$ cat src/idm_cfg.svh
// Constants for the internal data memory map.
// Included by the package and by the design modules.
`ifndef IDM_CFG_SVH
`define IDM_CFG_SVH
`define IDM_DEPTH 256
`define IDM_ADDR_W 8
`define IDM_DATA_W 8
`define IDM_LOW_TOP 8'h7f
`define IDM_BANK_TOP 8'h1f
`define IDM_REGS_PER_BANK 8
`define IDM_BIT_BASE 8'h20
`define IDM_BIT_TOP 8'h2f
`define IDM_BIT_COUNT 128
`define IDM_RESET_VALUE 8'h00
`endif

$ cat src/idm_pkg.sv
// Types for the internal data memory map.
// Assumes idm_cfg.svh is on the include path.
`include "idm_cfg.svh"
package idm_pkg;
    typedef enum logic [1:0]
    {
        ACC_DIRECT,
        ACC_INDIRECT,
        ACC_BIT,
        ACC_WORKREG
    } acc_kind_t;
    typedef logic [7:0] byte_t;
endpackage

$ cat src/idm_ram.sv
// Storage array of the internal data memory: one write port with a
// per-bit mask, one registered read port.
// Assumes the map decoder gives it legal addresses only.
`timescale 1ns/1ps
`include "idm_cfg.svh"
module idm_ram
    import idm_pkg::*;
#(
    parameter int DEPTH = `IDM_DEPTH
)
(
    input wire logic mclk,
    input wire logic rst,
    input wire logic wrEn,
    input wire logic [7:0] wrAddr,
    input wire logic [7:0] wrMask,
    input wire logic [7:0] wrData,
    input wire logic [7:0] rdAddr,
    output logic [7:0] rdData
);
    // Eight address bits reach exactly this many bytes
    if (DEPTH != `IDM_DEPTH)
        $error("idm_ram: depth must match the 8-bit address");

    byte_t mem [DEPTH];

    // No reset on the array; contents are undefined until written
    always_ff @(posedge mclk)
    begin
        if (wrEn)
            mem[wrAddr] <= (mem[wrAddr] & ~wrMask) | (wrData & wrMask);
    end

    always_ff @(posedge mclk or posedge rst)
    begin
        if (rst)
            rdData <= `IDM_RESET_VALUE;
        else
            rdData <= mem[rdAddr];
    end
endmodule

$ cat src/internal_data_memory_map.sv
// Address map of the internal data memory: RAM, SFR split, banks, bits.
// Assumes one access per cycle from the core; SFR space lives outside.
`timescale 1ns/1ps
`include "idm_cfg.svh"
module internal_data_memory_map
    import idm_pkg::*;
(
    input wire logic mclk,
    input wire logic rst,
    input wire logic accValid,
    input wire logic accWrite,
    input wire acc_kind_t accKind,
    input wire logic [7:0] accAddr,
    input wire logic [7:0] accWrData,
    input wire logic bankSelectLow,
    input wire logic bankSelectHigh,
    output logic [7:0] rdData,
    output logic rdBit,
    output logic rdValid,
    output logic sfrSel,
    output logic sfrWrite,
    output logic [7:0] sfrAddr,
    output logic [7:0] sfrWrData,
    input wire logic [7:0] sfrRdData
);
    // Bit address to byte address in the bit area
    function automatic logic [7:0] bitByte(input logic [7:0] k);
        bitByte = `IDM_BIT_BASE + {4'h0, k[6:3]};
    endfunction

    logic [1:0] bankIdx;
    logic toSfr;
    logic [7:0] ramAddr;
    logic [7:0] ramMask;
    logic [7:0] ramWrData;
    logic ramWrEn;
    logic [7:0] ramRdData;
    logic isBit;
    logic bitInRange;
    logic sfrPending_q;
    logic bitPending_q;
    logic [2:0] bitSel_q;
    logic rdValid_q;

    assign bankIdx = {bankSelectHigh, bankSelectLow};
    assign isBit = (accKind == ACC_BIT);
    // Bit addresses above 0x7f belong to SFR bit space
    assign bitInRange = (accAddr[7] == 1'b0);

    always_comb
    begin
        toSfr = 1'b0;
        ramAddr = accAddr;
        ramMask = 8'hff;
        ramWrData = accWrData;
        unique case (accKind)
            ACC_DIRECT:
                toSfr = (accAddr > `IDM_LOW_TOP);
            ACC_INDIRECT:
                ramAddr = accAddr;
            ACC_WORKREG:
                ramAddr = {3'h0, bankIdx, accAddr[2:0]};
            ACC_BIT:
            begin
                toSfr = ~bitInRange;
                ramAddr = bitByte(accAddr);
                ramMask = 8'h01 << accAddr[2:0];
                ramWrData = {8{accWrData[0]}};
            end
        endcase
    end

    assign ramWrEn = accValid && accWrite && !toSfr;
    assign sfrSel = accValid && toSfr;
    assign sfrWrite = accValid && accWrite && toSfr;
    assign sfrAddr = accAddr;
    assign sfrWrData = accWrData;

    idm_ram u_ram
    (
        .mclk(mclk),
        .rst(rst),
        .wrEn(ramWrEn),
        .wrAddr(ramAddr),
        .wrMask(ramMask),
        .wrData(ramWrData),
        .rdAddr(ramAddr),
        .rdData(ramRdData)
    );

    always_ff @(posedge mclk or posedge rst)
    begin
        if (rst)
        begin
            sfrPending_q <= 1'b0;
            bitPending_q <= 1'b0;
            bitSel_q <= 3'h0;
        end
        else
        begin
            sfrPending_q <= toSfr;
            bitPending_q <= isBit;
            bitSel_q <= accAddr[2:0];
        end
    end

    always_ff @(posedge mclk or posedge rst)
    begin
        if (rst)
            rdValid_q <= 1'b0;
        else
            rdValid_q <= accValid && !accWrite;
    end
    assign rdValid = rdValid_q;

    // SFR data arrives from outside in the answer cycle
    assign rdData = sfrPending_q ? sfrRdData : ramRdData;
    // Bit reads see only the addressed bit
    assign rdBit = bitPending_q ? rdData[bitSel_q] : 1'b0;

    // Routing is checked in the request cycle, answers one cycle later
    a_sfr_split: assert property (@(posedge mclk)
        disable iff (rst)
        accValid && accKind == ACC_DIRECT && accAddr[7]
        |-> sfrSel && !ramWrEn)
        else $error("Direct upper access not routed to SFR");

    a_low_ram: assert property (@(posedge mclk)
        disable iff (rst)
        accValid && accKind != ACC_BIT && !accAddr[7]
        && accKind != ACC_WORKREG |-> !sfrSel && ramAddr == accAddr)
        else $error("Low half access not routed to RAM");

    a_indirect_ram: assert property (@(posedge mclk)
        disable iff (rst)
        accValid && accKind == ACC_INDIRECT |-> !sfrSel)
        else $error("Indirect access left RAM");

    a_ind_upper: assert property (@(posedge mclk)
        disable iff (rst)
        accValid && accKind == ACC_INDIRECT && accAddr[7]
        |-> ramAddr == accAddr && ramWrEn == accWrite)
        else $error("Indirect upper access not routed to RAM");

    a_bank_map: assert property (@(posedge mclk)
        disable iff (rst)
        accValid && accKind == ACC_WORKREG
        |-> ramAddr == {3'h0, bankSelectHigh, bankSelectLow,
            accAddr[2:0]} && ramAddr <= `IDM_BANK_TOP && !sfrSel)
        else $error("Work register address wrong");

    a_bank_sel: assert property (@(posedge mclk)
        disable iff (rst)
        accValid && accKind == ACC_WORKREG && bankSelectHigh
        |-> ramAddr[4])
        else $error("High select bit not upper bank bit");

    a_bit_byte: assert property (@(posedge mclk)
        disable iff (rst)
        accValid && isBit && !accAddr[7]
        |-> ramAddr >= `IDM_BIT_BASE && ramAddr <= `IDM_BIT_TOP)
        else $error("Bit byte outside bit area");

    a_bit_sfr: assert property (@(posedge mclk)
        disable iff (rst)
        accValid && isBit && accAddr[7] |-> sfrSel && !ramWrEn)
        else $error("Upper bit address reached RAM");

    a_bit_pos: assert property (@(posedge mclk)
        disable iff (rst)
        accValid && isBit && !accAddr[7] |-> ramMask == (8'h01 <<
            accAddr[2:0]) && ramAddr[3:0] == accAddr[6:3])
        else $error("Bit position wrong");

    a_bit_keep: assert property (@(posedge mclk)
        disable iff (rst)
        accValid && accWrite && isBit |-> $onehot(ramMask)
        && (ramWrData & ramMask) == ({8{accWrData[0]}} & ramMask))
        else $error("Bit write touches more than one bit");

    a_bit_read: assert property (@(posedge mclk)
        disable iff (rst)
        accValid && !accWrite && isBit
        |=> rdValid && rdBit == rdData[$past(accAddr[2:0])])
        else $error("Bit read returns wrong bit");

    a_byte_nobit: assert property (@(posedge mclk)
        disable iff (rst)
        accValid && !isBit |=> !rdBit)
        else $error("Bit output set after a byte access");

    a_rd_valid: assert property (@(posedge mclk)
        disable iff (rst)
        accValid && !accWrite |=> rdValid)
        else $error("Read answer missing");

    a_no_valid: assert property (@(posedge mclk)
        disable iff (rst)
        !accValid || accWrite |=> !rdValid)
        else $error("Read answer without a read");

    a_idle_quiet: assert property (@(posedge mclk)
        disable iff (rst)
        !accValid
        |-> !sfrSel && !sfrWrite && !ramWrEn)
        else $error("Idle cycle reached memory or SFR port");

    a_sfr_answer: assert property (@(posedge mclk)
        disable iff (rst)
        accValid && !accWrite && sfrSel |=> rdData == sfrRdData)
        else $error("SFR read data not passed through");

    a_sfr_fwd: assert property (@(posedge mclk)
        disable iff (rst)
        sfrSel
        |-> sfrAddr == accAddr && sfrWrite == accWrite
        && (!sfrWrite || sfrWrData == accWrData))
        else $error("SFR port does not carry the access");

    c_sfr: cover property (@(posedge mclk) sfrSel && !sfrWrite);
    c_bit_rd: cover property (@(posedge mclk)
        accValid && !accWrite && isBit && !accAddr[7]);
    c_bit_wr: cover property (@(posedge mclk)
        accValid && accWrite && isBit);
    c_bank3: cover property (@(posedge mclk)
        accValid && accKind == ACC_WORKREG && bankIdx == 2'h3);
    c_ind_hi: cover property (@(posedge mclk)
        accValid && accKind == ACC_INDIRECT && accAddr[7]);
endmodule

$ cat config.mk
export PLATFORM = sky130hd
export DESIGN_NAME = internal_data_memory_map
export DESIGN_NICKNAME = d
export VERILOG_FILES = /design/src/idm_pkg.sv /design/src/idm_ram.sv /design/src/internal_data_memory_map.sv
export VERILOG_INCLUDE_DIRS = /design/src
export SDC_FILE = /design/constraint.sdc
export NUM_CORES = 2
export LEC_CHECK = 0
export BUFFER_PORTS_ARGS = -buffer_cell sky130_fd_sc_hd__buf_2
export CAP_MARGIN = 20
export CORE_UTILIZATION = 30
export CTS_CLUSTER_SIZE = 8
export DETAILED_ROUTE_END_ITERATION = 10
export SLEW_MARGIN = 20
export SYNTH_ARGS = -nofsm -noshare
export SYNTH_HDL_FRONTEND = slang
export SYNTH_SLANG_ARGS = --single-unit
$ cat constraint.sdc
create_clock -name mclk -period 26.3 [get_ports mclk]
set_clock_uncertainty 0.2 [all_clocks]
set_input_delay 6.575 -clock mclk [delete_from_list [all_inputs] [get_ports mclk]]
set_output_delay 6.575 -clock mclk [all_outputs]
set_load 0.03 [all_outputs]
Yosys cells after proc, flatten, opt, wreduce, memory -nomap -nowiden:

Memories as Yosys holds them, arrays and structs flattened.
Cells that the tools add are included.

* bits in registers: 14
* output and inout bits: 28
* memories: 1
* RAM bits: 2048

* eq/ne operators: 2
* multiplexer cells: 10
* shifts and indexed selects: 1
* reductions and logical operators: 8
* order comparisons: 2
* $add $sub $neg: 1
* bitwise operators: 4

Memory list
* u_ram.mem: depth 256, bits a word 8, rd ports 1, clocked after Yosys merged registers in 0, wr ports 1, RTL line idm_ram.sv:25 `byte_t mem [DEPTH];`

Operators by type and width (count)
* 8-bit two-way mux: 3
* 8-bit AND: 2
* 8-bit case mux with 2 select lines: 1
* 8-bit by 7-bit greater-than comparator with 1-bit output (second input constant): 1
* 8-bit inverter: 1
* 8-bit bitwise OR: 1
* 1-bit by 3-bit left shift with 8-bit output (first input constant): 1
* 6-bit by 4-bit adder with 7-bit output (first input constant): 1
* 1-bit logical AND: 5
* 2-bit == test (second input constant): 2
* 3-bit by 4-bit less-than comparator with 1-bit output (second input constant): 1
* 1-bit two-way mux: 4
* 1-bit binary-select mux with 3-bit select: 1
* 1-bit zero test: 2
* 2-bit zero test: 1
* 1-bit case mux with 2 select lines: 1

Logic depth before layout (Yosys ltp):

* word-level depth: 6
* depth in mapped cells: 18
* mapped depth without buffers: 10

Modules after synthesis:

Synthesis repeated with hierarchy kept, for this count alone.

* cell total of the unflattened synthesis: 4884
* area total of the unflattened synthesis: 97093.1 um^2

By module, submodules not included
* idm_ram: cells an instance 4788, instances 1, area an instance 96319.9 um^2, sequential area each 61699.2 um^2
* internal_data_memory_map: cells an instance 96, instances 1, area an instance 773.2 um^2, sequential area each 150.1 um^2

Least setup slack after synthesis:

OpenSTA, ideal clock, no wires.

* path type: input-to-reg
* start: input port accKind[1]
* end: memory u_ram.mem[0][0] (netlist name), data pin
* buffers on the path: 6
* cell stages on the path: 14
* arrival: 19340 ps
* library setup time: 2236 ps
* setup slack: 4524 ps
* cell sequence: buf_2 -> or4bb_1 -> o21ai_0 -> buf_2 -> buf_4 -> buf_2 -> buf_1 -> clkbuf_1 -> a221oi_1 -> o22ai_1 -> o21ai_0 -> nand4_1 -> a21oi_1 -> o31ai_1

* longest elaborated chain between the ends: 5
* elaborated cells on any way between the ends: 9
* classes of those cells: eq/ne (2); mux (2); bitwise (4); memory (1)

RTL lines
* start, declared: RTL line internal_data_memory_map.sv:12 `input wire acc_kind_t accKind,`
* 2-bit == test: RTL line internal_data_memory_map.sv:56 `unique case (accKind)`
* 8-bit case mux with 2 select lines or 8-bit two-way mux (tied branches): RTL line internal_data_memory_map.sv:56
* memory read 256 x 8 bit or 8-bit inverter (tied branches)
* 8-bit AND: RTL line idm_ram.sv:31 `mem[wrAddr] <= (mem[wrAddr] & ~wrMask) | (wrData & wrMask);`
* 8-bit bitwise OR (*): RTL line idm_ram.sv:31
* end, declared: RTL line idm_ram.sv:25

Mark *: on every way between the ends. The rest lies on a longest branch, timed or not.

Final worst setup path:

* start: input port sfrRdData[1]
* end: output port rdBit

* longest elaborated chain between the ends: 4

RTL lines
* start, declared: RTL line internal_data_memory_map.sv:24 `input wire logic [7:0] sfrRdData`
* 8-bit two-way mux: RTL line internal_data_memory_map.sv:117 `assign rdData = sfrPending_q ? sfrRdData : ramRdData;`
* 1-bit binary-select mux with 3-bit select: RTL line internal_data_memory_map.sv:119 `assign rdBit = bitPending_q ? rdData[bitSel_q] : 1'b0;`
* 1-bit two-way mux (implied by the code): RTL line internal_data_memory_map.sv:119
* 1-bit two-way mux: RTL line internal_data_memory_map.sv:119
* end, declared: RTL line internal_data_memory_map.sv:18 `output logic rdBit,`

No other way between the ends. The select of a mux whose other input is x is not followed.

==> summary.md <==
| Metric | Value |
|---|---|
| GRT Total Usage | `0.172` |
| I/O pins | `60` |
| Hold Path Origin | `u_ram.mem[67][3]` |
| Synth unique cells | `60` |
| FF+latch count, synth | `approximately 2100` |
| Postcts setup bufs | `0` |
| R2R Path End | `u_ram.mem[196][5]` |
| Layout cells sized above 1 | `0.120` |
| Reg2Reg Depth | `10` |
| Crit Path Max Fanout | `12` |
| Clock Tree Buf Depth | `4` |
| XOR/XNOR Fraction of Synth Area | `0` |
| Clk Latency, worst-skew pair | `around 0.93 ns` |
| Complex-gate fraction of the synthesized area | `0.137` |
| Grt ovf | `0` |
| Main synth FF type | `edfxtp_1` |
| Dpl hpwl | `131000 µm` |
| Largest net degree at the start of global routing | `121` |
| CP max-delay cell | `mux4_2` |
| WP data required | `19.52 ns` |
| Average via count per standard cell | `5.66` |
| Fin Setup TNS | `0 ns` |
| Number of global-route vias before repair | `44000` |
| Status | `complete, no violations` |
| CTS tree | `yes` |
| Clock H-tree levels | `5` |
| Initial cell density of the core | `0.303` |
| Final setup fails | `0` |
| Row cnt | `185` |
| Post-synth net total | `4440` |
| Register area share after synthesis | `0.803` |
| Crit-path max cell delay | `approximately 0.51 ns` |
| Pre-CTS worst setup slack | `11.28 ns` |
| Routed len/inst | `28.7 µm` |
| Setup crit start kind | `input pin` |
| MaxCap Viol Count | `0` |
| Post-synthesis mux area share | `0.00320` |
| WHS Path Cells | `5` |
| I/O Buffers | `just under 60` |
| FMAX | `66.4 MHz` |
| Chip width | `509 µm` |
| Placed Instances | `7591` |
| CP Capture Type | `output pin` |
| Leakage | `27.1 nW` |
| Largest family of logic cells by synthesized area | `compound AO/OA/AOI/OAI gates` |
| Max_slew headroom | `0.184` |
| Post-Syn Area | `77000 µm²` |
| Hold endpoint | `u_ram.rdData[3]` |
| HP Class | `flip-flop to flip-flop` |
| Post-CTS Hold Buffers | `0` |
| Mean Syn Cell Area | `17.5 µm²` |
| Final Hold Fails | `0` |
| EDFF count, synth | `2048` |
| CP bufs+invs | `2` |
| NumNets Final | `4570` |
| Power per Cell Area | `85.2 nW/µm²` |
| First drt pass iteration count | `6` |
| DR vias | `45300` |
| Crit-path cells | `buf_2, mux2_2, mux2_2, mux4_2, and2_1, buf_2` |
| CTS root buffer | `clkbuf_16` |
| Antenna Violating Nets Remaining | `0` |
| First-pass GRT wire length | `323000 µm` |
| Area Growth Syn to Fin | `16.0%` |
| Final Max Tran Viols | `0` |
| Clk sinks | `approximately 2100` |
| Yosys warns | `0` |
| Cell count along the critical path | `6` |
| Post-synth ARST share | `0.00679` |
| Largest delay share family, worst path | `multiplexers` |
| Min Tclk post-route | `around 15 ns` |
| Post-route non-filler standard cell count | `roughly 8000` |
| Final Routed Wirelength | `~230000 µm` |
| Critical path class | `input pin to output pin` |
| Unrepaired setup endpoints after global routing | `false` |
| Num CTS Buffers | `a little over 300` |
| Clock input transition at the sequential cells of the worst setup and hold paths | `roughly 0.05 ns` |
| Drt initial violations | `5916` |
| FF-to-FF Start | `u_ram.mem[149][5]` |
| R2R setup slack | `20.92 ns` |
| CP arrival | `~8.3 ns` |
| Initial antenna violation count | `12` |
| Die height | `509 µm` |
| Post-Synth Simple-Gate Area | `0.0356` |
| Mapped Cells | `approximately 4400` |
| Remaining DRCs | `0` |
| Peak VDD IR | `0.0715 mV` |
| Post-CTS Resized | `0` |
| Die area | `259000 µm²` |
| Worst-Margin Slew | `1.22 ns` |
| CORE AREA | `255000 µm²` |
| Tcrit/Tclk final | `0.573` |
| Worst setup margin | `11.24 ns` |
| Routability cong. | `just over 0.9` |
| Adder-Cell Fraction of Synth Area | `0` |
per-layer routing:
metal | track usage | wire length [µm] | vias up
met4 | 0.0893 | 11300 | 0
met1 | 0.222 | 89000 | 23400
met2 | 0.271 | 108000 | 2697
li1 | - | - | 18700
met3 | 0.0382 | 21300 | 520
met5 | 0 | 0 | -
power breakdown:
group | switching [mW] | internal, mW | total [mW]
clock network | 1.31 | 2.10 | 3.41
registers | 0.00758 | 3.68 | 3.69
logic | 0.403 | 0.119 | 0.522
total | 1.72 | 5.90 | 7.62
layout by cell type, fill, tap and decap left out, types with 6 or more instances in the layout:
| cell type | Yosys | layout |
|---|---|---|
| a21oi_1 | 124 | 123 |
| a221o_1 | 88 | 88 |
| a221oi_1 | 241 | 241 |
| a22o_1 | 150 | 150 |
| a22oi_1 | 562 | 562 |
| a31oi_1 | 24 | 24 |
| a32oi_1 | 10 | 10 |
| and3_1 | 6 | 6 |
| buf_12 | 0 | 13 |
| buf_2 | 150 | 59 |
| buf_4 | 23 | 95 |
| clkbuf_1 | 132 | 46 |
| clkbuf_16 | 0 | 313 |
| dfrtp_1 | 14 | 14 |
| diode_2 | 0 | 47 |
| edfxtp_1 | 2048 | 2048 |
| inv_1 | 6 | 6 |
| inv_6 | 0 | 6 |
| mux2_2 | 13 | 13 |
| nand2_1 | 56 | 54 |
| nand2b_1 | 8 | 8 |
| nand3_1 | 148 | 148 |
| nand4_1 | 36 | 36 |
| nor2_1 | 293 | 282 |
| nor2_2 | 0 | 7 |
| nor4_1 | 32 | 30 |
| o21ai_0 | 39 | 36 |
| o22ai_1 | 60 | 60 |
| o41ai_1 | 19 | 18 |
| or4_1 | 6 | 6 |
kinds of logic (layout without fill, tap and decap cells):
family,count (synthesis),in the layout
buffers and inverters,358,544
other,0,47
AOI/OAI and AO/OA,1364,1364
DFF,2062,2062
muxes,20,20
and+or+nand+nor,604,604
through the flow:
step,power (mW),hold slack [ns],utilization,instance area (µm²)
2_1_floorplan,4.04,0.521,-,77000
3_3_place_gp,4.25,0.650,0.318,81000
3_5_place_dp,4.26,0.689,0.318,81100
4_1_cts,7.63,0.713,0.350,89100
5_1_grt,7.79,0.755,0.351,89400
6_report,7.62,0.722,0.351,89400
worst max-delay path by stage:
stage                       from         endpoint  slack (ns)
CTS                 sfrRdData[0]            rdBit       11.28
global route        sfrRdData[1]            rdBit       11.26
floorplan             accKind[1]  u_ram.mem[0][0]        4.52
finish              sfrRdData[1]            rdBit       11.24
global placement    sfrRdData[1]            rdBit       11.27
detailed placement  sfrRdData[0]            rdBit       11.28
worst min-delay path: cells and delay by family (launching register included):
kind | cells | cell delay (ns)
AO/OA/AOI/OAI | 2 | 0.21
AND/OR/NAND/NOR | 3 | 0.35
flip-flops | 1 | 0.32
layout make-up:
type                            instances  area (µm²)
Fill cell                           23700      165000
Sequential cell                      2062       61800
Multi-Input combinational cell       1988       13800
Clock buffer                          359        8010
Tap cell                             3366        4210
Timing Repair Buffer                  172        1340
Antenna cell                           47         118
Clock inverter                          6        52.6
Inverter                                7        26.3
synth_stat cells (5+ instances only):
cell,instances,area [µm²]
a21o_1,8,60.1
a21oi_1,124,621
a221o_1,88,881
a221oi_1,241,2110
a22o_1,150,1310
a22oi_1,562,4220
a31oi_1,24,150
a32oi_1,10,87.6
and3_1,6,37.5
buf_1,40,150
buf_2,150,751
buf_4,23,173
buf_6,6,67.6
clkbuf_1,132,495
dfrtp_1,14,350
edfxtp_1,2048,61500
inv_1,6,22.5
mux2_2,13,146
nand2_1,56,210
nand2b_1,8,50.1
nand3_1,148,741
nand4_1,36,225
nor2_1,293,1100
nor4_1,32,200
o21ai_0,39,195
o22ai_1,60,375
o31a_1,6,52.6
o31ai_1,7,52.6
o41ai_1,19,166
or2_2,5,31.3
or4_1,6,45.0
registers in the layout, indices dropped and copies added, names as in the netlist:
name and flops:
u_ram.mem 2048, u_ram.rdData 8, bitSel_q 3, bitPending_q 1
rdValid 1, sfrPending_q 1
(Power assumes the default switching activity.)
